===== config.mk =====
export PLATFORM = sky130hd
export DESIGN_NAME = unm_top
export DESIGN_NICKNAME = d
export VERILOG_FILES = /design/src/hw/unm_pkg.sv /design/src/hw/unm_sync.sv /design/src/hw/unm_net_id.sv /design/src/hw/unm_top.sv
export VERILOG_INCLUDE_DIRS = /design/src /design/src/hw
export SDC_FILE = /design/constraint.sdc
export NUM_CORES = 1
export LEC_CHECK = 0
export CAP_MARGIN = 0
export CORE_UTILIZATION = 55
export CTS_BUF_LIST = sky130_fd_sc_hd__clkbuf_2 sky130_fd_sc_hd__clkbuf_4 sky130_fd_sc_hd__clkbuf_8
export DETAILED_ROUTE_END_ITERATION = 6
export DONT_BUFFER_PORTS = 1
export PLACE_DENSITY = 0.7
export SLEW_MARGIN = 25
export SYNTH_ARGS = -nofsm -noshare
export SYNTH_HDL_FRONTEND = slang
export SYNTH_SLANG_ARGS = --single-unit

===== constraint.sdc =====
create_clock -name mclk_in -period 1.6 [get_ports mclk_in]
set_input_delay 0.16 -clock mclk_in [delete_from_list [all_inputs] [get_ports mclk_in]]
set_output_delay 0.16 -clock mclk_in [all_outputs]
set_load 0.05 [all_outputs]

===== src/hw/unm_regs.svh =====
// Register offsets, field positions, reset values and codes of the network modem block
`ifndef UNM_REGS_SVH
`define UNM_REGS_SVH

// ==================================================
// Byte addresses
`define UNM_OFS_MODEM    32'hffff_0718
`define UNM_OFS_SCRATCH  32'hffff_071c
`define UNM_OFS_NETCTL   32'hffff_0720
`define UNM_OFS_NETID    32'hffff_0724
`define UNM_OFS_NODEADR  32'hffff_0728
`define UNM_OFS_FRAC     32'hffff_072c

// ==================================================
// Reset values
`define UNM_RST_SCRATCH  8'h00
`define UNM_RST_NETCTL   8'h04
`define UNM_RST_NETID    8'h01
`define UNM_RST_NODEADR  8'haa
`define UNM_RST_FRAC     16'h0000

// ==================================================
// Network enable control fields
`define UNM_NE_MODE      7
`define UNM_NE_TX9       6
`define UNM_NE_RX9       5
`define UNM_NE_IRQ       4
`define UNM_NE_WORD9     3
`define UNM_NE_DRV       2
`define UNM_NE_POL       1
`define UNM_NE_ABIT      0

// ==================================================
// Fractional divide fields
`define UNM_FR_EN        15
`define UNM_FR_M_HI      12
`define UNM_FR_M_LO      11
`define UNM_FR_N_HI      10
`define UNM_FR_M_ZERO_AS 3'h4

// ==================================================
// Network interrupt codes (bits 3:1)
`define UNM_ID_NONE      3'h0
`define UNM_ID_MATCH     3'h6
`define UNM_ID_ADDR_TX   3'h5

`endif


===== src/hw/unm_pkg.sv =====
// Types shared by the network modem block
package unm_pkg;

  // Modem input levels, in status register order
  typedef struct packed {
    logic dcd;
    logic ri;
    logic dsr;
    logic cts;
  } unm_modem_s;

  // A received frame from the core receiver
  typedef struct packed {
    logic       valid;
    logic       ninth;
    logic [7:0] data;
  } unm_rx_frame_s;

  // Format controls handed to the core
  typedef struct packed {
    logic parity_allow;
    logic tx_nine;
    logic rx_nine;
    logic word_nine;
    logic tx_ninth_bit;
  } unm_mode_s;

endpackage


===== src/hw/unm_sync.sv =====
// Two flip-flop synchroniser for asynchronous level inputs
`timescale 1ns/10ps
`default_nettype none

module unm_sync #(
  parameter int WIDTH = 4
) (
  // Clock and reset
  input  wire logic             mclk_in,
  input  wire logic             rst_b_in,
  // Levels
  input  wire logic [WIDTH-1:0] async_in,
  output logic      [WIDTH-1:0] sync_out
);

  logic [WIDTH-1:0] meta_reg;
  logic [WIDTH-1:0] sync_reg;

  always_ff @(posedge mclk_in or negedge rst_b_in) begin
    if (!rst_b_in) begin
      meta_reg <= '0;
      sync_reg <= '0;
    end else begin
      meta_reg <= async_in;
      sync_reg <= meta_reg;
    end
  end

  assign sync_out = sync_reg;

endmodule

`default_nettype wire


===== src/hw/unm_net_id.sv =====
// Priority encoder for the network interrupt identification value
`timescale 1ns/10ps
`default_nettype none

`include "unm_regs.svh"

module unm_net_id (
  // Pending sources
  input  wire logic       match_in,
  input  wire logic       addr_tx_in,
  // Identification byte
  output logic      [7:0] id_out
);

  // Address match outranks the transmitted address event
  logic [2:0] code;
  logic       none_pending;

  assign code = match_in   ? `UNM_ID_MATCH :
                addr_tx_in ? `UNM_ID_ADDR_TX : `UNM_ID_NONE;
  assign none_pending = ~(match_in | addr_tx_in);
  assign id_out = {4'h0, code, none_pending};

endmodule

`default_nettype wire


===== src/hw/unm_top.sv =====
// Modem status, scratch, fractional divide control and network address mode
`timescale 1ns/10ps
`default_nettype none

`include "unm_regs.svh"

// Functional notes
// Carrier-detect change since last status read sets a flag; status read clears it.
// Ring input rising since last status read sets a flag; status read clears it.
// Data-set-ready change since last status read sets a flag; read clears it.
// Clear-to-send change sets bit 0 flag; status read clears it.
// Bits 7:4 show synchronised modem input levels; edges seen after synchronising.
// Eight-bit scratch register, resets to zero, no side effects.
// Divide bit 15 selects fractional generator, else integer generator.
// M field bits 12:11, N field bits 10:0; M of zero means four.
// Network mode only while control bit 7 set; no parity then.
// Supports 256 nodes with 8-bit addresses, single master or multimaster.
// In network mode the ninth transmitted bit comes from control bit 0.
// Control bit 6 enables 9-bit transmit, only with network mode.
// Control bit 5 enables 9-bit receive, only with network mode.
// Control bit 3 selects 9-bit data word when 9-bit transmit off.
// Control bit 2 enables output driver; resets to 0x04, driver on.
// Bit 4 gates network interrupt; bit 1 sets polarity and qualifies bit 0.
// Id register: code in 3:1, active-low pending in 0; 110 and 101.
// Match cleared by receive read; address-sent by transmit write or primary id read.
// Address frames compared with node address register, reset 0xAA; match flags.
// Software must enable receive-full interrupt for match interrupts to reach the processor.
// Master sets address bit, writes address, waits empty, clears bit, writes data.
module unm_top
  import unm_pkg::*;
(
  // Clock and reset
  input  wire logic          mclk_in,
  input  wire logic          rst_b_in,
  // Register port
  input  wire logic [31:0]   addr_in,
  input  wire logic [15:0]   wdata_in,
  input  wire logic          wr_in,
  input  wire logic          rd_in,
  output logic      [15:0]   rdata_out,
  // Modem pins
  input  wire unm_modem_s    modem_in,
  // Core receiver and transmitter events
  input  wire unm_rx_frame_s rx_frame_in,
  input  wire logic          rx_buf_read_in,
  input  wire logic          tx_buf_write_in,
  input  wire logic          primary_id_read_in,
  input  wire logic          tx_empty_in,
  input  wire logic          rx_full_irq_en_in,
  // Core controls
  output unm_mode_s          mode_out,
  output logic               frac_gen_enable_out,
  output logic      [2:0]    frac_m_field_out,
  output logic      [10:0]   frac_n_field_out,
  output logic               serial_out_oe_b_out,
  output logic               net_irq_out
);

  // ==================================================
  // Helpers
  // Full 32-bit compare: aliases elsewhere in the map must not hit these registers
  function automatic logic addr_hit(input logic [31:0] addr, input logic [31:0] ofs);
    return (addr == ofs);
  endfunction

  // Either direction counts as a change of a synchronised level
  function automatic logic level_moved(input logic now_lvl, input logic prev_lvl);
    return now_lvl ^ prev_lvl;
  endfunction

  // ==================================================
  // Register decode
  logic sel_modem;
  logic sel_scratch;
  logic sel_netctl;
  logic sel_netid;
  logic sel_nodeadr;
  logic sel_frac;

  assign sel_modem   = addr_hit(addr_in, `UNM_OFS_MODEM);
  assign sel_scratch = addr_hit(addr_in, `UNM_OFS_SCRATCH);
  assign sel_netctl  = addr_hit(addr_in, `UNM_OFS_NETCTL);
  assign sel_netid   = addr_hit(addr_in, `UNM_OFS_NETID);
  assign sel_nodeadr = addr_hit(addr_in, `UNM_OFS_NODEADR);
  assign sel_frac    = addr_hit(addr_in, `UNM_OFS_FRAC);

  logic wr_scratch;
  logic wr_netctl;
  logic wr_nodeadr;
  logic wr_frac;
  logic rd_modem;

  assign wr_scratch = wr_in & sel_scratch;
  assign wr_netctl  = wr_in & sel_netctl;
  assign wr_nodeadr = wr_in & sel_nodeadr;
  assign wr_frac    = wr_in & sel_frac;
  assign rd_modem   = rd_in & sel_modem;

  // ==================================================
  // Modem status
  unm_modem_s modem_now;
  unm_modem_s modem_prev_reg;
  logic [3:0] delta_reg;
  logic [3:0] delta_set;
  logic [3:0] delta_next;
  logic [3:0] delta_raw;
  logic [1:0] prime_reg;
  logic       armed;

  // Pins cross two flops before edge detection
  unm_sync #(
    .WIDTH (4)
  ) u_sync (
    .mclk_in  (mclk_in),
    .rst_b_in (rst_b_in),
    .async_in (modem_in),
    .sync_out (modem_now)
  );

  assign delta_raw[3] = level_moved(modem_now.dcd, modem_prev_reg.dcd);
  assign delta_raw[2] = modem_now.ri & ~modem_prev_reg.ri;
  assign delta_raw[1] = level_moved(modem_now.dsr, modem_prev_reg.dsr);
  assign delta_raw[0] = level_moved(modem_now.cts, modem_prev_reg.cts);

  // The synchroniser leaves reset at zero, so the first real pin level would look like
  // a change; edges count from the fourth edge after reset, earlier changes raise no flag
  assign armed     = (prime_reg == 2'h3);
  assign delta_set = delta_raw & {4{armed}};

  always_ff @(posedge mclk_in or negedge rst_b_in) begin
    if (!rst_b_in) begin
      prime_reg <= 2'h0;
    end else if (!armed) begin
      prime_reg <= prime_reg + 2'h1;
    end
  end

  // A change in the read cycle survives the clear
  assign delta_next = (delta_reg & ~{4{rd_modem}}) | delta_set;  // see see see

  logic [7:0] modem_status;

  assign modem_status = {modem_now, delta_reg};

  always_ff @(posedge mclk_in or negedge rst_b_in) begin
    if (!rst_b_in) begin
      modem_prev_reg <= '0;
      delta_reg      <= 4'h0;
    end else begin
      modem_prev_reg <= modem_now;
      delta_reg      <= delta_next;
    end
  end

  // ==================================================
  // Scratch, control, node address and divide registers
  logic [7:0]  scratch_reg;
  logic [7:0]  netctl_reg;
  logic [7:0]  nodeadr_reg;
  logic [15:0] frac_reg;
  logic [15:0] frac_wmask;

  // Reserved divide bits 14:13 stay zero
  assign frac_wmask = 16'h9fff;

  always_ff @(posedge mclk_in or negedge rst_b_in) begin
    if (!rst_b_in) begin
      scratch_reg <= `UNM_RST_SCRATCH;
      nodeadr_reg <= `UNM_RST_NODEADR;
    end else begin
      if (wr_scratch) begin
        scratch_reg <= wdata_in[7:0];
      end
      if (wr_nodeadr) begin
        nodeadr_reg <= wdata_in[7:0];
      end
    end
  end

  // Control and divide writes land at the strobe edge; decoded copies follow one edge later
  always_ff @(posedge mclk_in or negedge rst_b_in) begin
    if (!rst_b_in) begin
      netctl_reg <= `UNM_RST_NETCTL;
      frac_reg   <= `UNM_RST_FRAC;
    end else begin
      if (wr_netctl) begin
        netctl_reg <= wdata_in[7:0];
      end
      if (wr_frac) begin
        frac_reg <= wdata_in & frac_wmask;
      end
    end
  end

  // ==================================================
  // Network mode controls
  logic net_mode;
  logic tx_nine;
  logic rx_nine;
  logic word_nine;
  logic addr_pol;
  logic tx_ninth;

  assign net_mode  = netctl_reg[`UNM_NE_MODE];
  assign tx_nine   = net_mode & netctl_reg[`UNM_NE_TX9];
  assign rx_nine   = net_mode & netctl_reg[`UNM_NE_RX9];
  assign word_nine = netctl_reg[`UNM_NE_WORD9] & ~tx_nine;
  assign addr_pol  = netctl_reg[`UNM_NE_POL];
  // Address bit counts only when the polarity bit qualifies it
  assign tx_ninth  = tx_nine & addr_pol & netctl_reg[`UNM_NE_ABIT];  // see

  unm_mode_s mode_next;

  assign mode_next.parity_allow = ~net_mode;
  assign mode_next.tx_nine      = tx_nine;
  assign mode_next.rx_nine      = rx_nine;
  assign mode_next.word_nine    = word_nine;
  assign mode_next.tx_ninth_bit = tx_ninth;

  // ==================================================
  // Fractional divide decode
  logic [2:0] m_next;

  assign m_next = (frac_reg[`UNM_FR_M_HI:`UNM_FR_M_LO] == 2'h0) ?
                  `UNM_FR_M_ZERO_AS :
                  {1'b0, frac_reg[`UNM_FR_M_HI:`UNM_FR_M_LO]};

  // ==================================================
  // Network events
  logic match_reg;
  logic addr_tx_reg;
  logic addr_pend_reg;
  logic match_set;
  logic addr_sent;

  // An address frame carries the ninth bit at the selected polarity
  assign match_set = rx_nine & rx_frame_in.valid &
                     (rx_frame_in.ninth == addr_pol) &
                     (rx_frame_in.data == nodeadr_reg);  // see

  // Address left the holding buffer once the core reports empty
  assign addr_sent = addr_pend_reg & tx_empty_in & ~tx_buf_write_in;

  // Set beats clear in one cycle, so an event that meets its clear is kept, except address-sent, which a transmit write suppresses
  always_ff @(posedge mclk_in or negedge rst_b_in) begin
    if (!rst_b_in) begin
      match_reg     <= 1'b0;
      addr_tx_reg   <= 1'b0;
      addr_pend_reg <= 1'b0;
    end else begin
      match_reg <= match_set | (match_reg & ~rx_buf_read_in);
      addr_tx_reg <= addr_sent |
                     (addr_tx_reg & ~tx_buf_write_in & ~primary_id_read_in);
      if (tx_buf_write_in) begin
        addr_pend_reg <= tx_ninth;
      end else if (addr_sent) begin
        addr_pend_reg <= 1'b0;
      end
    end
  end

  logic [7:0] net_id;

  unm_net_id u_net_id (
    .match_in   (match_reg),
    .addr_tx_in (addr_tx_reg),
    .id_out     (net_id)
  );

  // Match reaches the processor only with receive-full enabled;
  // the address-sent event raises it on its own
  logic irq_next;

  assign irq_next = netctl_reg[`UNM_NE_IRQ] &
                    ((match_reg & rx_full_irq_en_in) | addr_tx_reg);  // see

  // ==================================================
  // Read data, one cycle after the strobe
  // Unmapped addresses and the reserved divide bits read as zero
  logic [15:0] rd_mux;

  assign rd_mux = sel_modem   ? {8'h00, modem_status} :
                  sel_scratch ? {8'h00, scratch_reg}  :
                  sel_netctl  ? {8'h00, netctl_reg}   :
                  sel_netid   ? {8'h00, net_id}       :
                  sel_nodeadr ? {8'h00, nodeadr_reg}  :
                  sel_frac    ? frac_reg : 16'h0000;

  // ==================================================
  // Output flops
  logic [15:0] rdata_reg;
  unm_mode_s   mode_reg;
  logic        frac_en_reg;
  logic [2:0]  frac_m_reg;
  logic [10:0] frac_n_reg;
  logic        oe_b_reg;
  logic        irq_reg;

  // Read data is zero outside its one valid cycle, so a late sample cannot pass
  always_ff @(posedge mclk_in or negedge rst_b_in) begin
    if (!rst_b_in) begin
      rdata_reg <= 16'h0000;
    end else begin
      rdata_reg <= rd_in ? rd_mux : 16'h0000;
    end
  end

  // Format controls, driver enable and interrupt lag the control register by one edge
  always_ff @(posedge mclk_in or negedge rst_b_in) begin
    if (!rst_b_in) begin
      mode_reg <= '0;
      oe_b_reg <= 1'b0;
      irq_reg  <= 1'b0;
    end else begin
      mode_reg <= mode_next;
      oe_b_reg <= ~netctl_reg[`UNM_NE_DRV];
      irq_reg  <= irq_next;
    end
  end

  // Divide fields reach the generator together
  always_ff @(posedge mclk_in or negedge rst_b_in) begin
    if (!rst_b_in) begin
      frac_en_reg <= 1'b0;
      frac_m_reg  <= `UNM_FR_M_ZERO_AS;
      frac_n_reg  <= 11'h000;
    end else begin
      frac_en_reg <= frac_reg[`UNM_FR_EN];
      frac_m_reg  <= m_next;
      frac_n_reg  <= frac_reg[`UNM_FR_N_HI:0];
    end
  end

  assign rdata_out           = rdata_reg;
  assign mode_out            = mode_reg;
  assign frac_gen_enable_out = frac_en_reg;
  assign frac_m_field_out    = frac_m_reg;
  assign frac_n_field_out    = frac_n_reg;
  assign serial_out_oe_b_out = oe_b_reg;
  assign net_irq_out         = irq_reg;

endmodule

`default_nettype wire


======== Word-level counts from Yosys, hierarchy flattened ========
Cells that the tools add are included.
word-level totals
  flip-flop bits (word level) ............. 97
  word-level logic and storage cells ...... 90
cells by class
  add/subtract/negate cells ............... 1
  equality and inequality tests ........... 9
  mux-type cells .......................... 12
  bitwise logic cells ..................... 40
  reduce and logical (&&, ||, !) cells .... 2
operators with widths
  kind                                                            number
  32-bit equality test (second input constant)                    6
  16-bit 2-to-1 mux                                               7
  1-bit AND                                                       21
  3-bit 2-to-1 mux                                                3
  4-bit AND                                                       2
  8-bit equality test                                             1
  1-bit NOT                                                       8
  4-bit NOT                                                       1
  1-bit OR                                                        4
  4-bit OR                                                        1
  1-bit XOR                                                       3
  2-bit by 1-bit adder with 2-bit output (second input constant)  1
  2-bit equality test (second input constant)                     1
  2-bit logical NOT                                               1
  1-bit 2-to-1 mux                                                2
  2-bit nonzero test                                              1
  1-bit equality test                                             1

======== Logic depth before layout (Yosys ltp) ========
Gate-level depths: netlist (run 1).
  word-level depth ........................ 8
  gate-level depth with buffers ........... 6
  mapped depth without buffers ............ 4

======== Modules after synthesis ========
Synthesis (run 1) repeated with hierarchy kept, for this count alone.
second synthesis, totals
  cell total of the unflattened synthesis .. 304
  area, all modules ....................... 3,998.8 um2
modules (own cells, without submodules)
  module      instances  cells each  area each (um2)
  unm_top     1          286         3,731.1
  unm_sync    1          8           200.2
  unm_net_id  1          10          67.6

======== Worst setup path after synthesis (run 1) ========
OpenSTA, ideal clock, no wires.
  kind .................................... input port to flip-flop
  start ................................... input port addr_in[1]
  end ..................................... register frac_reg[10]
  library setup time ...................... 125 ps
  arrival time ............................ 1,648 ps
  data required time ...................... 1,475 ps
  path slack .............................. -173 ps
  cell stages on the path ................. 5
  path buffers ............................ 1
  path through ............................ or4_4 -> nor3_4 -> nand4_2 -> buf_6 -> mux2_4
between the ends
  longest elaborated chain between the ends .. 2
ends and longest elaborated chain
  item                    RTL line        RTL
  start: declaration      unm_top.sv:36   input wire logic [31:0] addr_in,
  32-bit equality test    unm_top.sv:63   return (addr == ofs);
  1-bit AND               unm_top.sv:96   assign wr_frac = wr_in & sel_frac;
  end signal: assignment  unm_top.sv:184  frac_reg <= `UNM_RST_FRAC;
  end signal: assignment  unm_top.sv:190  frac_reg <= wdata_in & frac_wmask;
  end: declaration        unm_top.sv:160  logic [15:0] frac_reg;
No other way between the ends.
A chain may end at the register's enable or synchronous reset.

======== Final worst setup path (run 1) ========
  start ................................... register nodeadr_reg[7]
  end ..................................... register rdata_reg[7], in the netlist rdata_out[7]
between the ends
  longest elaborated chain between the ends .. 6
ends and longest elaborated chain
  item                      RTL line        RTL
  start: declaration        unm_top.sv:159  logic [7:0] nodeadr_reg;
  start signal: assignment  unm_top.sv:169  nodeadr_reg <= `UNM_RST_NODEADR;
  start signal: assignment  unm_top.sv:175  nodeadr_reg <= wdata_in[7:0];
  16-bit 2-to-1 mux         unm_top.sv:286  sel_nodeadr ? {8'h00, nodeadr_reg} :
  16-bit 2-to-1 mux         unm_top.sv:285  sel_netid ? {8'h00, net_id} :
  16-bit 2-to-1 mux         unm_top.sv:284  sel_netctl ? {8'h00, netctl_reg} :
  16-bit 2-to-1 mux         unm_top.sv:283  sel_scratch ? {8'h00, scratch_reg} :
  16-bit 2-to-1 mux         unm_top.sv:282  assign rd_mux = sel_modem ? {8'h00, modem_status} :
  16-bit 2-to-1 mux         unm_top.sv:304  rdata_reg <= rd_in ? rd_mux : 16'h0000;
  end signal: assignment    unm_top.sv:304
  end: declaration          unm_top.sv:291  logic [15:0] rdata_reg;
No other way between the ends.

==> metrics.csv, run 1 <==
metric,value,unit
setup.worst_path.class,reg2reg,
rsz0062_at_grt,no,
mostFrequentLayoutCell,dfrtp_1,
timing.hold.ws,-0.524,ns
outcome,"finished, violations left",
setup-tns-final,0,ns
clock_skew,0.00676,ns
hold_path_class,in2async,
critPathArrivalTime,1.72,ns
yosys_warnings,0,
dp.cells,381,
portBuffers,0,
clock-sinks,95,
dp_hpwl,5.48,mm
power_frac_seq,58.8,%
std_cell_rows,30,
cts_htree_levels,3,
synthDistinctLibCells,51,
drtIter0Drc,126,
gp_congestion,0.821,
end_kind,flip-flop,
p_clk_share,37.9,%
path_max_fanout,3,
cts_buffers,9,
failed_checks,negative hold slack,
yosys_register_bits,95,
grt_pass1_wl,12.8,mm
fmax,0.686,GHz
routed.top_layer,met4,
crit_required,1.86,ns
start_util,57.2,%
clock_latency,0.37,ns
die_area,7410,µm²
wl_per_cell,19.0,µm
min_period,1.46,ns
peakVddDrop,0.000621,V
syn_inst,281,
power_density,913,nW/µm²
cts_setup_buffers,0,
pwr-share-comb,3.3,%
routed_wirelength,7.99,mm
grt_antenna_before_repair,0,
p_leak,2.09,nW
startpoint_type,flip-flop,
nets,392,
p_int,3.21,mW
hold_violations,95,
yosysSeqAreaShare,61.4,%
grt_pass1_vias,2504,
vias,2359,
ys.flop_type,dfrtp_1,
clockRootBuffer,clkbuf_8,
p_sw,0.909,mW
drive_above_1_share,26.2,%
cts_tree,done,
die_y,86.1,µm
finalSetupViolations,0,
layout_common_cells,"dfrtp_1 (89), mux2_2 (29), dlygate4sd3_1 (24)",
die_width,86.1,µm
syn_area_per_cell,13.8,µm²
track_usage,23.4,%
grt_overflow,0,
path_clk_slew,0.09,ns
fillers,497,
wl_met1,3.62,mm
switching_share,22.1,%
coreArea,6790,µm²
async_flop_share,100,%
cts_buffer_depth,2,
syn_area,3890,µm²
grt_start_max_net_pins,96,
synth_edf_count,0,
first_pass_iters,4,
syn2layout_area_growth,16.1,%
dr_wl_met2,3.76,mm
finalNonFillerCells,421,
ant_nets,0,
ctsHoldBuffers,24,
drc,0,
avgViaCountPerCell,5.60,
cap_violations,0,
diodes,0,
met3_length,414,µm
io_pins,109,
maxSlewViolCount,0,
fin_crit_sh,91.1,%
## per-stage QoR
| step | util [%] | worst slack (ns) | area [µm²] | hold slack (ns) | total power [mW] |
|---|---|---|---|---|---|
| final | 66.4 | 0.142 | 4510 | -0.524 | 4.12 |
| after global placement | 60.0 | -0.0898 | 4080 | -0.133 | 2.55 |
| after CTS | 66.4 | 0.189 | 4510 | -0.540 | 4.17 |
| after floorplan | - | -0.142 | 3900 | -0.136 | 2.55 |
| after global routing | 66.4 | 0.0900 | 4510 | -0.546 | 4.27 |
| after detailed placement | 60.0 | -0.145 | 4080 | -0.134 | 2.55 |
## synthesized netlist by cell type, types with 4 or more instances
| master | count | share of area, % |
|---|---|---|
| nand2b_1 | 7 | 1.1 |
| dfrtp_1 | 89 | 57 |
| dfstp_2 | 6 | 4.1 |
| mux2_2 | 29 | 8.4 |
| and3_1 | 8 | 1.3 |
| nand2_1 | 11 | 1.1 |
| o21ai_0 | 10 | 1.3 |
| clkbuf_1 | 4 | 0.39 |
| nand4_1 | 7 | 1.1 |
| a221oi_1 | 4 | 0.90 |
| nor2b_1 | 5 | 0.80 |
| mux2_4 | 10 | 3.9 |
| a21oi_1 | 4 | 0.52 |
| mux2i_1 | 6 | 1.5 |
| nor2_1 | 4 | 0.39 |
| nand3_1 | 6 | 0.77 |
| inv_1 | 9 | 0.87 |
| xnor2_1 | 10 | 2.3 |
## metal layers
metal  vias to the layer above  GRT usage [%]
met5                         -              0
met4                         0           11.4
met3                        16           5.20
met2                        78           36.2
met1                      1180           31.3
li1                       1085              -
## cell families (layout without fill, tap and decap cells)
logic type,after synthesis,count (layout),synth area share (%)
other,1,2,0.0965
XOR/XNOR,13,13,2.93
multiplexers,46,46,14.4
AO/OA/AOI/OAI,35,35,6.31
AND/OR/NAND/NOR,71,71,12.3
flip-flops,95,95,61.4
adder cells (fa/ha/maj),1,1,0.322
buffers and inverters,19,62,2.25
## area by class of cell
type	count	area [µm²]	area share, %
Inverter	9	33.8	0.749
Multi-Input combinational cell	168	1430	31.6
Tap cell	96	120	2.66
Clock buffer	9	124	2.75
Sequential cell	95	2380	52.9
Clock inverter	7	71.3	1.58
Timing Repair Buffer	37	350	7.77
## critical path, cell delays in order (launching register included)
cell and delay (ns):
dfstp_2 0.57, mux2i_1 0.07, o21ai_0 0.33, nand2_1 0.10, a221oi_1 0.28
## path summary, 6_finish.rpt
kind,from,endpoint,slack (ns),depth (start not counted)
min in group mclk_in,rx_frame_in[8],match_reg,0.02,3
worst min register to register,u_sync.meta_reg[1],u_sync.sync_out[1],0.36,0
worst max register to register,nodeadr_reg[7],rdata_out[7],0.14,4
worst max-delay path,nodeadr_reg[7],rdata_out[7],0.14,4
worst min-delay path,rst_b_in,frac_m_field_out[1],-0.52,0
max in group asynchronous,rst_b_in,nodeadr_reg[1],1.91,0
## repair_timing
| item | 4_1_cts | 5_1_grt |
|---|---|---|
| gates resized for setup | 0 | 0 |
| endpoints found under the hold margin | 141 | 95 |
| setup endpoints to repair | 0 | 0 |
## power by group through the flow
stage	clock (mW)	sequential, mW	combinational, mW
finish	1.56	2.42	0.136
CTS	1.61	2.42	0.135
global route	1.70	2.43	0.145
global placement	0	2.47	0.0780
detailed placement	0	2.47	0.0783
floorplan	0	2.47	0.0844
Power figures use the tool's default switching activity.
==> run 2, diff against run 1 <==
ABC_AREA = 1   (was not set)
CELL_PAD_IN_SITES_DETAIL_PLACEMENT = 0   (was not set)
CELL_PAD_IN_SITES_GLOBAL_PLACEMENT = 2   (was not set)
CORE_UTILIZATION = 40   (was 55)
PLACE_DENSITY = not set   (was 0.7)
PLACE_DENSITY_LB_ADDON = 0.1   (was not set)
==> metrics.csv, run 2 <==
metric,value,unit,change
grt_pass1_vias,2609,,+4.2%
grt_most_used_layer,met2,,
clockRootBuffer,clkbuf_8,,
r2r_cells,6,,+2
crit_chain,"inv_1, or2_2, o2111ai_1, nor2_1, nand2_1, o32ai_1",,
io_pins,109,,unchanged
gp_congestion,0.836,,+1.8%
ctsHoldBuffers,19,,-21%
finalSetupViolations,0,,unchanged
fmax,0.776,GHz,+13%
std_cell_rows,35,,+17%
diodes,0,,unchanged
dp.cells,515,,+35%
p_sw,0.996,mW,+9.5%
path_clk_slew,0.10,ns,about the same
first_pass_iters,4,,unchanged
mostFrequentLayoutCell,dfrtp_1,,
cts_tree,done,,
grt_antenna_before_repair,0,,unchanged
synthTopCellsByCount,"dfrtp_1 (89), nand2_1 (84), inv_1 (39), o21ai_1 (26), o21ai_0 (25)",,
cts_setup_buffers,0,,unchanged
failed_checks,negative hold slack,,
synth_top_area_share,57.1,%,-0.26 points
path_max_fanout,3,,unchanged
outcome,"finished, violations left",,
syn2layout_area_growth,14.2,%,
die_width,101,µm,+17%
dp_hpwl,6.05,mm,+10%
syn_area_per_cell,10.0,µm²,-27%
power_frac_seq,58.8,%,about the same
syn_area,3900,µm²,+0.45%
cts_buffer_depth,2,,unchanged
ant_nets,0,,unchanged
portBuffers,0,,unchanged
drtIter0Drc,80,,-37%
layout.area.seq,2380,µm²,unchanged
fin_ws,0.311,ns,+0.169 ns
drc,0,,unchanged
end_kind,flip-flop,,
grt_overflow,0,,unchanged
dp_worst_setup_slack,0.0320,ns,+0.177 ns
post_cts_resize_count,0,,unchanged
cpPeakStageDelay,0.54,ns,-0.03 ns
p_clk_share,38.1,%,+0.2 points
synth_edf_count,0,,unchanged
grt_start_max_net_pins,96,,unchanged
timing.rr.end,match_reg,,
r2r_start,nodeadr_reg[3],,
setup-tns-final,0,ns,unchanged
critPathBufInv,1,,+1
die_area,10200,µm²,+37%
clock_skew,0.00922,ns,+0.00247 ns
peakVddDrop,0.000451,V,-27%
gr-usage-met2,28.6,%,-7.6 points
setup.worst_path.class,reg2reg,,
synthDistinctLibCells,39,,-24%
layout_common_cells,"dfrtp_1 (89), nand2_1 (84), inv_1 (39)",,
use_met3,3.61,%,-1.6 points
yosys-top-cells-area,"dfrtp_1 (57%), nand2_1 (8.1%), dfstp_2 (4.0%), inv_1 (3.8%), o21ai_1 (3.3%)",,
timing.hold.ws,-0.518,ns,+0.00609 ns
start_util,41.9,%,-15 points
gr-usage-met1,24.3,%,-6.9 points
rsz0062_at_grt,no,,
maxSlewViolCount,0,,unchanged
r2r_slack,0.31,ns,+0.17 ns
cts_buffers,9,,unchanged
startpoint_type,flip-flop,,
cap_violations,0,,unchanged
ys.flop_type,dfrtp_1,,
final_cell_area,4460,µm²,-1.2%
p_leak,2.08,nW,-0.53%
vias,2667,,+13%
nets,489,,+25%
fillers,906,,+82%
yosys_register_bits,95,,unchanged
placed_area,4060,µm²,-0.43%
avgViaCountPerCell,4.84,,-14%
yosysSeqAreaShare,61.1,%,-0.28 points
critPathArrivalTime,1.53,ns,-0.19 ns
finalNonFillerCells,551,,+31%
coreArea,9330,µm²,+37%
hold_violations,96,,+1.1%
yosys_warnings,0,,unchanged
hold_path_class,in2async,,
switching_share,24.2,%,+2.1 points
syn_inst,389,,+38%
clock_latency,0.36,ns,about the same
p_int,3.12,mW,-2.6%
async_flop_share,100,%,unchanged
cts_htree_levels,3,,unchanged
die_y,101,µm,+17%
yosysMostFrequentCell,dfrtp_1,,
synth_area_leader_cell,dfrtp_1,,
crit_family,flip-flops,,
clock-sinks,95,,unchanged
power_density,924,nW/µm²,+1.2%
crit_required,1.84,ns,-0.02 ns
min_period,1.29,ns,-0.169 ns
fin_crit_sh,80.5,%,-11 points
track_usage,18.1,%,-5.3 points
drive_above_1_share,14.5,%,-12 points
crit_path_top_delay_cell,dfstp_2,,
pwr-share-comb,3.1,%,-0.2 points
wl_per_cell,15.6,µm,-18%
multi_input_area,1280,µm²,-10%
grt_pass1_wl,13.5,mm,+5.7%
routed_wirelength,8.57,mm,+7.2%
[run 2: cell count changes after synthesis, sizes merged, moves of 8 or more]
cell	previous run	this run
and3	8	0
inv	9	44
nor2	4	22
a21oi	4	13
o21ai	10	51
mux2	39	6
nand2	11	90
[run 2: layout make-up]
type | count | area share [%]
Clock buffer | 10 | 3.09
Clock inverter | 6 | 1.40
Inverter | 45 | 3.82
Multi-Input combinational cell | 238 | 28.7
Sequential cell | 95 | 53.5
Tap cell | 129 | 3.62
Timing Repair Buffer | 28 | 5.84
[run 2: worst max-delay path by stage]
stage                    from      endpoint  depth (start not counted)
4_1_cts        nodeadr_reg[3]     match_reg                          6
3_3_place_gp      addr_in[14]  rdata_out[4]                         10
6_report       nodeadr_reg[3]     match_reg                          6
3_5_place_dp       addr_in[1]   frac_reg[7]                         10
2_1_floorplan      addr_in[1]  frac_reg[10]                          9
5_1_grt        nodeadr_reg[5]     match_reg                          4
[run 2: layer usage]
layer  part of all wire, %  up-vias
met5                     0        -
li1                      -     1319
met4                   1.8        0
met2                    47       95
met3                   4.4       13
met1                    47     1240
[run 2: worst reg2reg max path: stages (launching register included)]
cell and delay [ns]:
dfstp_2 0.54, inv_1 0.08, or2_2 0.28, o2111ai_1 0.08
nor2_1 0.07, nand2_1 0.07, o32ai_1 0.07
[run 2: cells by family (layout without fill, tap and decap cells)]
logic type	Yosys count	after routing	share of synthesized area (%)
AND/OR/NAND/NOR	145	145	18.0
flip-flops	95	95	61.1
AO/OA/AOI/OAI	80	80	11.3
multiplexers	6	6	2.12
adder cells (fa/ha/maj)	1	1	0.320
other	1	2	0.0961
buffers and inverters	57	89	6.19
XOR/XNOR	4	4	0.897
[run 2: power groups by stage]
stage / clock [mW] / sequential [mW] / combinational, mW
floorplan: 0 / 2.47 / 0.0761
global placement: 0 / 2.47 / 0.0867
detailed placement: 0 / 2.47 / 0.0873
CTS: 1.62 / 2.42 / 0.125
global route: 1.70 / 2.42 / 0.139
finish: 1.57 / 2.42 / 0.126
[run 2: through the flow]
stage | power (mW) | utilization, %
after floorplan | 2.54 | -
after global placement | 2.56 | 43.5
after detailed placement | 2.56 | 43.5
after CTS | 4.17 | 47.7
after global routing | 4.27 | 47.8
final | 4.12 | 47.8
